==> src/logic/ncs_pkg.sv <==
// Purpose: Shared constants and types for oscillator select and overrange pin logic
// Assumes: AXI4-Lite register access, 32-bit data, one clock
// Notes: Register offsets are byte addresses
package ncs_pkg;
  localparam int unsigned ADDR_W = 8;
  localparam int unsigned DATA_W = 32;
  localparam int unsigned NUM_CHAN = 2;
  localparam int unsigned NUM_OSC = 4;
  localparam int unsigned NUM_FLAG = 4;
  localparam int unsigned SAMPLE_W = 12;
  localparam int unsigned PHASE_W = 32;
  localparam int unsigned PULSE_W = 8;

  // ****************************************
  // Register map
  // ****************************************
  localparam logic [ADDR_W-1:0] OFF_CTRL = 8'h00;
  localparam logic [ADDR_W-1:0] OFF_THRESH = 8'h04;
  localparam logic [ADDR_W-1:0] OFF_PULSE = 8'h08;
  localparam logic [ADDR_W-1:0] OFF_STATUS = 8'h0c;
  localparam logic [ADDR_W-1:0] OFF_IRQ_CLEAR = 8'h10;
  localparam logic [ADDR_W-1:0] OFF_IRQ_ENABLE = 8'h14;
  localparam logic [ADDR_W-1:0] OFF_STATE = 8'h18;
  localparam logic [ADDR_W-1:0] OFF_FREQ_BASE = 8'h20;
  localparam logic [ADDR_W-1:0] OFF_FREQ_LAST = 8'h3c;

  localparam logic [1:0] RESP_OKAY = 2'h0;
  localparam logic [1:0] RESP_SLVERR = 2'h2;

  // ****************************************
  // Field layout and reset values
  // ****************************************
  localparam int unsigned THR_SECOND_LSB = 16;
  localparam int unsigned STATE_SEL_B_LSB = 2;
  localparam int unsigned STATE_FLAG_LSB = 4;
  localparam int unsigned STATE_PD_BIT = 8;

  typedef struct packed {
    logic link_output_mode;
    logic pin_osc_select_enable;
  } ncs_ctrl_t;

  typedef struct packed {
    logic [SAMPLE_W-1:0] second;
    logic [SAMPLE_W-1:0] first;
  } ncs_thresh_t;

  localparam ncs_ctrl_t CTRL_RESET = 2'h0;
  localparam logic [SAMPLE_W-1:0] THR_RESET = 12'h7ff;
  localparam logic [PULSE_W-1:0] PULSE_RESET = 8'h01;
  localparam logic [PULSE_W-1:0] PULSE_ONE = 8'h01;
  localparam logic [PHASE_W-1:0] FREQ_RESET = 32'h00000000;
endpackage : ncs_pkg

==> src/logic/ncs_top.sv <==
// Purpose: Oscillator bank selection, overrange flags and power-down pin handling
// Assumes: Samples arrive on aclk; select and power-down pins are asynchronous
// Notes: Registers over AXI4-Lite; one level interrupt from sticky overrange events
`timescale 1ns/10ps

module ncs_top (
  input wire logic aclk,
  input wire logic aresetn,
  input wire logic [ncs_pkg::ADDR_W-1:0] s_axi_awaddr,
  input wire logic s_axi_awvalid,
  output logic s_axi_awready,
  input wire logic [ncs_pkg::DATA_W-1:0] s_axi_wdata,
  input wire logic [3:0] s_axi_wstrb,
  input wire logic s_axi_wvalid,
  output logic s_axi_wready,
  output logic [1:0] s_axi_bresp,
  output logic s_axi_bvalid,
  input wire logic s_axi_bready,
  input wire logic [ncs_pkg::ADDR_W-1:0] s_axi_araddr,
  input wire logic s_axi_arvalid,
  output logic s_axi_arready,
  output logic [ncs_pkg::DATA_W-1:0] s_axi_rdata,
  output logic [1:0] s_axi_rresp,
  output logic s_axi_rvalid,
  input wire logic s_axi_rready,
  input wire logic chan_a_osc_sel_lsb,
  input wire logic chan_a_osc_sel_msb,
  input wire logic chan_b_osc_sel_lsb,
  input wire logic chan_b_osc_sel_msb,
  input wire logic power_down_in,
  input wire logic signed [ncs_pkg::SAMPLE_W-1:0] sample_a,
  input wire logic signed [ncs_pkg::SAMPLE_W-1:0] sample_b,
  output logic [1:0] active_osc_a,
  output logic [1:0] active_osc_b,
  output logic [ncs_pkg::PHASE_W-1:0] mix_phase_a,
  output logic [ncs_pkg::PHASE_W-1:0] mix_phase_b,
  output logic mix_enable_a,
  output logic mix_enable_b,
  output logic chan_a_over_flag_first,
  output logic chan_a_over_flag_second,
  output logic chan_b_over_flag_first,
  output logic chan_b_over_flag_second,
  output logic analog_enable,
  output logic serializer_enable,
  output logic irq
);
  localparam int unsigned NF = ncs_pkg::NUM_FLAG;

  ncs_pkg::ncs_ctrl_t ctrl;
  ncs_pkg::ncs_thresh_t thresh;
  logic [ncs_pkg::PULSE_W-1:0] over_min_pulse_len;
  logic [NF-1:0] status;
  logic [NF-1:0] irq_enable;
  logic [ncs_pkg::PHASE_W-1:0] freq [ncs_pkg::NUM_CHAN*ncs_pkg::NUM_OSC];
  logic [ncs_pkg::PHASE_W-1:0] acc [ncs_pkg::NUM_CHAN*ncs_pkg::NUM_OSC];

  // ****************************************
  // Helpers
  // ****************************************
  function automatic logic is_freq(input logic [ncs_pkg::ADDR_W-1:0] a);
    is_freq = (a >= ncs_pkg::OFF_FREQ_BASE) && (a <= ncs_pkg::OFF_FREQ_LAST);
  endfunction : is_freq

  function automatic logic [2:0] freq_idx(input logic [ncs_pkg::ADDR_W-1:0] a);
    logic [ncs_pkg::ADDR_W-1:0] d;
    d = a - ncs_pkg::OFF_FREQ_BASE;
    freq_idx = d[4:2];
  endfunction : freq_idx

  function automatic logic [31:0] merge(input logic [31:0] old, input logic [31:0] nw,
                                        input logic [3:0] strb);
    logic [31:0] r;
    r = old;
    for (int i = 0; i < 4; i++) begin
      if (strb[i]) begin
        r[8*i +: 8] = nw[8*i +: 8];
      end
    end
    merge = r;
  endfunction : merge

  function automatic logic [ncs_pkg::SAMPLE_W-1:0] mag(
      input logic [ncs_pkg::SAMPLE_W-1:0] s);
    mag = s[ncs_pkg::SAMPLE_W-1] ? (~s + 12'h001) : s;
  endfunction : mag

  // ****************************************
  // AXI4-Lite write path
  // ****************************************
  logic aw_held;
  logic w_held;
  logic [ncs_pkg::ADDR_W-1:0] aw_addr;
  logic [31:0] w_data;
  logic [3:0] w_strb;
  logic do_write;
  logic [NF-1:0] irq_clear;

  assign s_axi_awready = !aw_held && !s_axi_bvalid;
  assign s_axi_wready = !w_held && !s_axi_bvalid;
  assign do_write = aw_held && w_held && !s_axi_bvalid;

  always_ff @(posedge aclk) begin
    if (!aresetn) begin
      aw_held <= 1'b0;
      w_held <= 1'b0;
      aw_addr <= '0;
      w_data <= '0;
      w_strb <= '0;
    end else begin
      if (s_axi_awvalid && s_axi_awready) begin
        aw_held <= 1'b1;
        aw_addr <= s_axi_awaddr;
      end else if (do_write) begin
        aw_held <= 1'b0;
      end
      if (s_axi_wvalid && s_axi_wready) begin
        w_held <= 1'b1;
        w_data <= s_axi_wdata;
        w_strb <= s_axi_wstrb;
      end else if (do_write) begin
        w_held <= 1'b0;
      end
    end
  end

  always_ff @(posedge aclk) begin
    if (!aresetn) begin
      s_axi_bvalid <= 1'b0;
      s_axi_bresp <= ncs_pkg::RESP_OKAY;
    end else if (do_write) begin
      s_axi_bvalid <= 1'b1;
      s_axi_bresp <= (aw_addr[1:0] == 2'h0 && (is_freq(aw_addr) ||
                      aw_addr <= ncs_pkg::OFF_IRQ_ENABLE) && aw_addr != ncs_pkg::OFF_STATUS)
                     ? ncs_pkg::RESP_OKAY : ncs_pkg::RESP_SLVERR;
    end else if (s_axi_bready) begin
      s_axi_bvalid <= 1'b0;
    end
  end

  always_ff @(posedge aclk) begin
    if (!aresetn) begin
      ctrl <= ncs_pkg::CTRL_RESET;
      thresh <= {ncs_pkg::THR_RESET, ncs_pkg::THR_RESET};
      over_min_pulse_len <= ncs_pkg::PULSE_RESET;
      irq_enable <= '0;
      for (int i = 0; i < ncs_pkg::NUM_CHAN*ncs_pkg::NUM_OSC; i++) begin
        freq[i] <= ncs_pkg::FREQ_RESET;
      end
    end else if (do_write) begin
      case (aw_addr)
        ncs_pkg::OFF_CTRL: ctrl <= 2'(merge({30'h0, ctrl}, w_data, w_strb) & 32'h3);
        ncs_pkg::OFF_THRESH: begin
          thresh.first <= 12'(merge({20'h0, thresh.first}, w_data, w_strb) & 32'hfff);
          thresh.second <= 12'(merge({20'h0, thresh.second},
                                     w_data >> ncs_pkg::THR_SECOND_LSB,
                                     w_strb >> 2) & 32'hfff);
        end
        ncs_pkg::OFF_PULSE: over_min_pulse_len <= 8'(merge({24'h0, over_min_pulse_len},
                                                           w_data, w_strb) & 32'hff);
        ncs_pkg::OFF_IRQ_ENABLE: irq_enable <= NF'(merge({28'h0, irq_enable}, w_data,
                                                         w_strb) & 32'hf);
        default: begin
          // Unaligned word answers an error and must leave the bank untouched
          if (is_freq(aw_addr) && aw_addr[1:0] == 2'h0) begin
            freq[freq_idx(aw_addr)] <= merge(freq[freq_idx(aw_addr)], w_data, w_strb);
          end
        end
      endcase
    end
  end

  assign irq_clear = (do_write && aw_addr == ncs_pkg::OFF_IRQ_CLEAR && w_strb[0])
                     ? w_data[NF-1:0] : '0;

  // ****************************************
  // AXI4-Lite read path
  // ****************************************
  logic [31:0] rd_value;
  logic rd_ok;
  logic [NF-1:0] flags;

  always_comb begin
    rd_value = 32'h0;
    rd_ok = 1'b1;
    case (s_axi_araddr)
      ncs_pkg::OFF_CTRL: rd_value = {30'h0, ctrl};
      ncs_pkg::OFF_THRESH: rd_value = {4'h0, thresh.second, 4'h0, thresh.first};
      ncs_pkg::OFF_PULSE: rd_value = {24'h0, over_min_pulse_len};
      ncs_pkg::OFF_STATUS: rd_value = {28'h0, status};
      ncs_pkg::OFF_IRQ_CLEAR: rd_value = 32'h0;
      ncs_pkg::OFF_IRQ_ENABLE: rd_value = {28'h0, irq_enable};
      ncs_pkg::OFF_STATE: begin
        rd_value[1:0] = active_osc_a;
        rd_value[ncs_pkg::STATE_SEL_B_LSB +: 2] = active_osc_b;
        rd_value[ncs_pkg::STATE_FLAG_LSB +: NF] = flags;
        rd_value[ncs_pkg::STATE_PD_BIT] = !analog_enable;
      end
      default: begin
        if (is_freq(s_axi_araddr) && s_axi_araddr[1:0] == 2'h0) begin
          rd_value = freq[freq_idx(s_axi_araddr)];
        end else begin
          rd_ok = 1'b0;
        end
      end
    endcase
  end

  assign s_axi_arready = !s_axi_rvalid;

  always_ff @(posedge aclk) begin
    if (!aresetn) begin
      s_axi_rvalid <= 1'b0;
      s_axi_rdata <= '0;
      s_axi_rresp <= ncs_pkg::RESP_OKAY;
    end else if (s_axi_arvalid && s_axi_arready) begin
      s_axi_rvalid <= 1'b1;
      s_axi_rdata <= rd_value;
      s_axi_rresp <= rd_ok ? ncs_pkg::RESP_OKAY : ncs_pkg::RESP_SLVERR;
    end else if (s_axi_rready) begin
      s_axi_rvalid <= 1'b0;
    end
  end

  // ****************************************
  // Pin synchronizers
  // ****************************************
  logic [1:0] sel_meta [ncs_pkg::NUM_CHAN];
  logic [1:0] sel_sync [ncs_pkg::NUM_CHAN];
  logic [1:0] sel_prev [ncs_pkg::NUM_CHAN];
  logic [1:0] active [ncs_pkg::NUM_CHAN];
  logic pd_meta;
  logic pd_sync;

  always_ff @(posedge aclk) begin
    if (!aresetn) begin
      sel_meta[0] <= '0;
      sel_meta[1] <= '0;
      sel_sync[0] <= '0;
      sel_sync[1] <= '0;
      pd_meta <= 1'b0;
      pd_sync <= 1'b0;
    end else begin
      sel_meta[0] <= {chan_a_osc_sel_msb, chan_a_osc_sel_lsb};
      sel_meta[1] <= {chan_b_osc_sel_msb, chan_b_osc_sel_lsb};
      sel_sync[0] <= sel_meta[0];
      sel_sync[1] <= sel_meta[1];
      pd_meta <= power_down_in;
      pd_sync <= pd_meta;
    end
  end

  // ****************************************
  // Oscillator bank
  // ****************************************
  // Pair must agree on two samples so a skewed two-bit change never selects a stray bank
  generate
    for (genvar c = 0; c < ncs_pkg::NUM_CHAN; c++) begin : g_chan
      always_ff @(posedge aclk) begin
        if (!aresetn) begin
          sel_prev[c] <= '0;
          active[c] <= '0;
        end else begin
          sel_prev[c] <= sel_sync[c];
          if (ctrl.pin_osc_select_enable && sel_sync[c] == sel_prev[c]) begin
            active[c] <= sel_sync[c];
          end
        end
      end

      sel_hold_a: assert property (@(posedge aclk) disable iff (!aresetn)
        !ctrl.pin_osc_select_enable |=> $stable(active[c]))
        else $error("oscillator index changed with pin select disabled");

      sel_settle_a: assert property (@(posedge aclk) disable iff (!aresetn)
        !$stable(active[c]) |-> $past(sel_sync[c]) == $past(sel_prev[c]) &&
                                active[c] == $past(sel_sync[c]))
        else $error("oscillator index took an unsettled select value");
    end

    for (genvar k = 0; k < ncs_pkg::NUM_CHAN*ncs_pkg::NUM_OSC; k++) begin : g_osc
      always_ff @(posedge aclk) begin
        if (!aresetn) begin
          acc[k] <= '0;
        end else begin
          acc[k] <= acc[k] + freq[k];
        end
      end

      phase_adv_a: assert property (@(posedge aclk) disable iff (!aresetn)
        ##1 acc[k] == $past(acc[k]) + $past(freq[k]))
        else $error("oscillator phase did not advance");
    end
  endgenerate

  assign active_osc_a = active[0];
  assign active_osc_b = active[1];

  always_ff @(posedge aclk) begin
    if (!aresetn) begin
      mix_phase_a <= '0;
      mix_phase_b <= '0;
      mix_enable_a <= 1'b0;
      mix_enable_b <= 1'b0;
    end else begin
      mix_phase_a <= acc[{1'b0, active[0]}];
      mix_phase_b <= acc[{1'b1, active[1]}];
      mix_enable_a <= ctrl.link_output_mode && !pd_sync;
      mix_enable_b <= ctrl.link_output_mode && !pd_sync;
    end
  end

  mix_mode_a: assert property (@(posedge aclk) disable iff (!aresetn)
    mix_enable_a |-> $past(ctrl.link_output_mode) && mix_enable_a == mix_enable_b)
    else $error("mixing enabled outside complex output mode");

  // ****************************************
  // Power-down
  // ****************************************
  always_ff @(posedge aclk) begin
    if (!aresetn) begin
      analog_enable <= 1'b1;
      serializer_enable <= 1'b1;
    end else begin
      analog_enable <= !pd_sync;
      serializer_enable <= !pd_sync;
    end
  end

  pd_gate_a: assert property (@(posedge aclk) disable iff (!aresetn)
    ##1 analog_enable == !$past(pd_sync) && serializer_enable == analog_enable)
    else $error("analog or serializer enable does not follow power-down");

  // ****************************************
  // Overrange flags
  // ****************************************
  // Flag f: bit 1 picks channel, bit 0 picks threshold
  logic [ncs_pkg::PULSE_W-1:0] hold_cnt [NF];
  logic [NF-1:0] exceed;
  logic [ncs_pkg::PULSE_W-1:0] load_len;

  assign load_len = (over_min_pulse_len == '0) ? ncs_pkg::PULSE_ONE : over_min_pulse_len;

  generate
    for (genvar f = 0; f < NF; f++) begin : g_flag
      assign exceed[f] = mag((f / 2 == 0) ? sample_a : sample_b) >
                         ((f % 2 == 0) ? thresh.first : thresh.second);

      always_ff @(posedge aclk) begin
        if (!aresetn || pd_sync) begin
          hold_cnt[f] <= '0;
          flags[f] <= 1'b0;
        end else if (exceed[f]) begin
          hold_cnt[f] <= load_len;
          flags[f] <= 1'b1;
        end else if (hold_cnt[f] > ncs_pkg::PULSE_ONE) begin
          hold_cnt[f] <= hold_cnt[f] - ncs_pkg::PULSE_ONE;
          flags[f] <= 1'b1;
        end else begin
          hold_cnt[f] <= '0;
          flags[f] <= 1'b0;
        end
      end

      flag_set_a: assert property (@(posedge aclk) disable iff (!aresetn || pd_sync)
        exceed[f] |=> flags[f] && hold_cnt[f] == $past(load_len))
        else $error("overrange flag missed an exceedance");

      flag_hold_a: assert property (@(posedge aclk) disable iff (!aresetn)
        flags[f] && hold_cnt[f] > 8'h01 && !pd_sync |=> flags[f])
        else $error("overrange flag dropped before its pulse length");

      flag_end_a: assert property (@(posedge aclk) disable iff (!aresetn)
        flags[f] && hold_cnt[f] == 8'h01 && !exceed[f] |=> !flags[f])
        else $error("overrange flag overstayed its pulse length");
    end
  endgenerate

  assign chan_a_over_flag_first = flags[0];
  assign chan_a_over_flag_second = flags[1];
  assign chan_b_over_flag_first = flags[2];
  assign chan_b_over_flag_second = flags[3];

  // ****************************************
  // Interrupt status
  // ****************************************
  // A new event in the clear cycle survives: set is applied after clear
  always_ff @(posedge aclk) begin
    if (!aresetn) begin
      status <= '0;
    end else begin
      status <= (status & ~irq_clear) | (exceed & ~flags & {NF{!pd_sync}});
    end
  end

  assign irq = |(status & irq_enable);

  status_sticky_a: assert property (@(posedge aclk) disable iff (!aresetn)
    ((exceed & ~flags & {NF{!pd_sync}}) != '0) |=> ((status & $past(exceed)) != '0))
    else $error("overrange event lost from status");

  bresp_hold_a: assert property (@(posedge aclk) disable iff (!aresetn)
    s_axi_bvalid && !s_axi_bready |=> s_axi_bvalid && $stable(s_axi_bresp))
    else $error("write response withdrawn before taken");
endmodule : ncs_top

==> config.mk <==
export PLATFORM = sky130hd
export DESIGN_NAME = ncs_top
export DESIGN_NICKNAME = d
export VERILOG_FILES = /design/src/logic/ncs_pkg.sv /design/src/logic/ncs_top.sv
export SDC_FILE = /design/constraint.sdc
export NUM_CORES = 2
export LEC_CHECK = 0
export CAP_MARGIN = 10
export CORE_UTILIZATION = 59
export DETAILED_ROUTE_END_ITERATION = 7
export DONT_BUFFER_PORTS = 1
export GPL_TIMING_DRIVEN = 0
export PLACE_DENSITY = 0.82
export SETUP_SLACK_MARGIN = 0.02
export SYNTH_ARGS = -nofsm -noshare
export SYNTH_HDL_FRONTEND = slang
export SYNTH_SLANG_ARGS = --single-unit
==> constraint.sdc <==
create_clock -name aclk -period 3.18 [get_ports aclk]
set_clock_uncertainty 0.1 [all_clocks]
set_input_delay 0.159 -clock aclk [delete_from_list [all_inputs] [get_ports aclk]]
set_output_delay 0.159 -clock aclk [all_outputs]
set_load 0.02 [all_outputs]
==> flow_metrics.py <==
metrics = {
    "synthesis": {
        "syn_area_per_cell_sq_um": 9.88,
        "synth_seq_area_share_pct": 42.0,
        "synth_seq_cells": 756,
        "ys_warn_count": 0,
        "synth_ff_type": "dfxtp_1",
        "syn_inst": 4353,
        "syn_area_sq_mm": 0.0430,
        "synth.top_cell.area_share_pct": 21.6,
        "async_reset_ff_share_pct": 0,
        "synthTopCellsByArea": "dfxtp_1, edfxtp_1, ha_1, mux4_2, and2_1",
        "synth_top_area_cell": "dfxtp_1",
        "ys_types": 96,
        "synth_edf_count": 292,
    },
    "timing": {
        "clock.fmax_mhz": 318,
        "whs_ps": 33.5,
        "setup_viol": 0,
        "setup_slack_ps": 34.1,
        "hold_viol_final": 0,
        "rsz0062_at_grt": "yes",
        "drv_slew": 0,
        "slew_headroom_pct": 3.91,
        "tightestPinTransition_ps": 1440,
        "setup_tns_ps": 0,
        "fin_crit_sh_pct": 98.9,
        "finalCriticalPeriod_ps": 3150,
    },
    "clock_network": {
        "cts_buffers": 83,
        "cts-root-buf": "clkbuf_16",
        "cts.sinks": 756,
        "clkTransAtPathRegs_ps": 60,
        "htree_num_levels": 3,
        "cts_tree": "built",
        "clkLatencyLatePin_ps": 670,
        "ctsLongestPathBuffers": 3,
    },
    "global_route": {
        "grt_pass1_wl_um": 211000,
        "gr-total-overflow": 0,
        "grt_max_degree": 15,
        "grt_usage_pct": 38.4,
        "grt_pass1_vias": 34200,
        "antenna_found_initial": 16,
    },
    "placement": {
        "finalWeightedCongestion": 1.02,
        "place_worst_setup_slack_ps": -745,
        "dp_hpwl_um": 111000,
        "io_buffers": 0,
        "place_area_sq_mm": 0.0445,
    },
    "power_and_ir_drop": {
        "p_leak_nw": 20.1,
        "peakVddDrop_mv": 0.465,
        "p_per_area_mw_per_mm2": 604,
    },
    "finish": {
        "final_area_sq_mm": 0.0488,
        "fin_nets": 4971,
        "drive_gt1_share_pct": 10.6,
        "fill_cells": 5419,
        "area_growth_pct": 13.5,
        "final_core_util_pct": 68.0,
    },
    "routing": {
        "routed_wl_um": 145000,
        "routed_via_density": 6.45,
        "drc": 0,
        "vias": 36100,
        "first_iter_violations": 4346,
        "avgRoutedWirePerCell_um": 25.9,
        "first_pass_iters": 8,
        "ant_nets": 0,
    },
    "setup_path": {
        "crit_slowest_cell": "dlygate4sd3_1",
        "cp_max_fo": 11,
        "worstSetupStartpointType": "primary input",
        "critPathMaxStageDelay_ps": 910,
        "required_ps": 3660,
        "path_class": "primary input to flop",
        "r2r_setup_slack_ps": 70,
        "cp_cell_sequence": "dlygate4sd3_1 > clkinv_1 > clkbuf_1 > clkbuf_1 > a21oi_1 > dlygate4sd3_1",
        "cp-end-kind": "flop",
        "cp.arrival_ps": 3630,
    },
    "hold_path": {
        "min_path_type": "primary input to flop",
    },
    "status": {
        "status": "finished clean",
    },
    "floorplanning": {
        "die_w_um": 272,
        "rows": 98,
        "dieHeight_um": 272,
        "die_area_sq_mm": 0.0739,
        "core_area_sq_mm": 0.0717,
        "io-pin-count": 206,
        "initial_core_util_pct": 59.9,
    },
    "job": {
        "cap_violations": 0,
    },
}
-- cell usage in the layout (no fill, tap or decap), types with 14 or more instances in the layout --
| cell type | instances |
|---|---|
| a211oi_1 | 36 |
| a21o_1 | 143 |
| a21oi_1 | 297 |
| a221oi_1 | 14 |
| a22oi_1 | 16 |
| a31oi_1 | 21 |
| and2_1 | 370 |
| and3_1 | 23 |
| buf_2 | 29 |
| buf_4 | 18 |
| clkbuf_1 | 153 |
| clkbuf_16 | 85 |
| clkbuf_8 | 18 |
| conb_1 | 34 |
| dfxtp_1 | 464 |
| diode_2 | 15 |
| dlygate4sd3_1 | 74 |
| edfxtp_1 | 292 |
| ha_1 | 304 |
| inv_1 | 123 |
| mux2i_1 | 48 |
| mux4_2 | 130 |
| nand2_1 | 329 |
| nand2b_1 | 45 |
| nand3_1 | 69 |
| nand4_1 | 40 |
| nor2_1 | 453 |
| nor2b_1 | 33 |
| nor3_1 | 76 |
| nor4_1 | 22 |
| o211ai_1 | 29 |
| o21a_1 | 32 |
| o21ai_0 | 145 |
| o21ai_1 | 19 |
| o21ai_2 | 28 |
| o21bai_1 | 35 |
| or3_1 | 31 |
| xnor2_1 | 145 |
| xor2_1 | 99 |
-- where the power goes --
part	internal [mW]	switching (mW)	leakage, nW	total (mW)
logic	3.10	4.37	11.9	7.47
registers	11.1	1.02	6.84	12.1
clock network	5.67	4.17	1.35	9.84
-- cells in the mapped netlist, drive strengths merged (40+ instances only) --
cell and instances:
dfxtp 464, nand2 331, ha 306, xnor2 145, clkbuf 144, nor2 462, a21oi 307, a21o 144
mux4 130, nor3 79, nand4 40, inv 123, nand3 69, edfxtp 292, a211oi 45, nand2b 46
mux2i 48, xor2 99, o21ai 202, and2 371
-- state kept, by name (all words and copies together), names as in the netlist, 8 cells and up --
signal / cells
mix_phase_b: 32
acc: 256
thresh: 24
s_axi_rdata: 32
mix_phase_a: 32
w_data: 32
hold_cnt: 32
aw_addr: 8
freq: 256
over_min_pulse_len: 8
-- final cells by class --
| type | instances | area, sq um | area share (%) |
|---|---|---|---|
| diodes | 15 | 37.5 | 0.0770 |
| plain buffers | 178 | 724 | 1.49 |
| clock buffers | 121 | 2440 | 5.01 |
| clock inverters | 30 | 293 | 0.600 |
| inverters | 124 | 465 | 0.954 |
| multi-input cells | 3324 | 24600 | 50.4 |
| flip-flops and latches | 756 | 18100 | 37.0 |
| well taps | 950 | 1190 | 2.44 |
| repair buffers | 102 | 983 | 2.02 |
-- critical path, delay by kind of cell --
family          cells  cell delay, ps
buf+inv             5            3150
compound gates      1             290
-- stage by stage --
step,power (mW),instances
floorplan,17.3,4385
global placement,19.0,5335
detailed placement,19.2,5357
CTS,29.0,5582
global route,30.6,5586
finish,29.5,5600
-- worst paths after layout --
path | from | end | cells past startpoint
worst max register to register | s_axi_bvalid | w_data[10] | 6
worst min register to register | sel_meta[0][2] | sel_sync[0][2] | 1
worst max-delay path | aresetn | aw_addr[1] | 6
worst min-delay path | s_axi_araddr[5] | s_axi_rdata[2] | 4
-- logic make-up (layout without fill, tap and decap cells) --
family	count (synthesis)	in the layout	synth area share, %
AO/OA/AOI/OAI	969	969	14.5
multiplexers	189	189	8.22
other	2	49	0.0175
buffers and inverters	305	555	2.77
XOR/XNOR	244	244	4.97
adder cells (fa/ha/maj)	314	314	9.28
flip-flops	756	756	42.0
AND/OR/NAND/NOR	1574	1574	18.3
-- layer usage --
layer | vias to the layer above | global-route usage (%) | part of all wire [%]
met1 | 17200 | 47.7 | 37
met4 | 21 | 21.3 | 6.1
met5 | - | 1.35 | 0.24
li1 | 16200 | - | -
met3 | 472 | 13.5 | 13
met2 | 2262 | 58.2 | 44
-- repair_timing --
action                     4_1_cts  5_1_grt
hold endpoints to repair        61        0
setup endpoints to repair      277      242
gates resized for setup         82      110
hold buffers                    74        0
setup buffers                    0        4
pin swaps                        0       12
No activity file was read; power rests on OpenSTA's default activity.
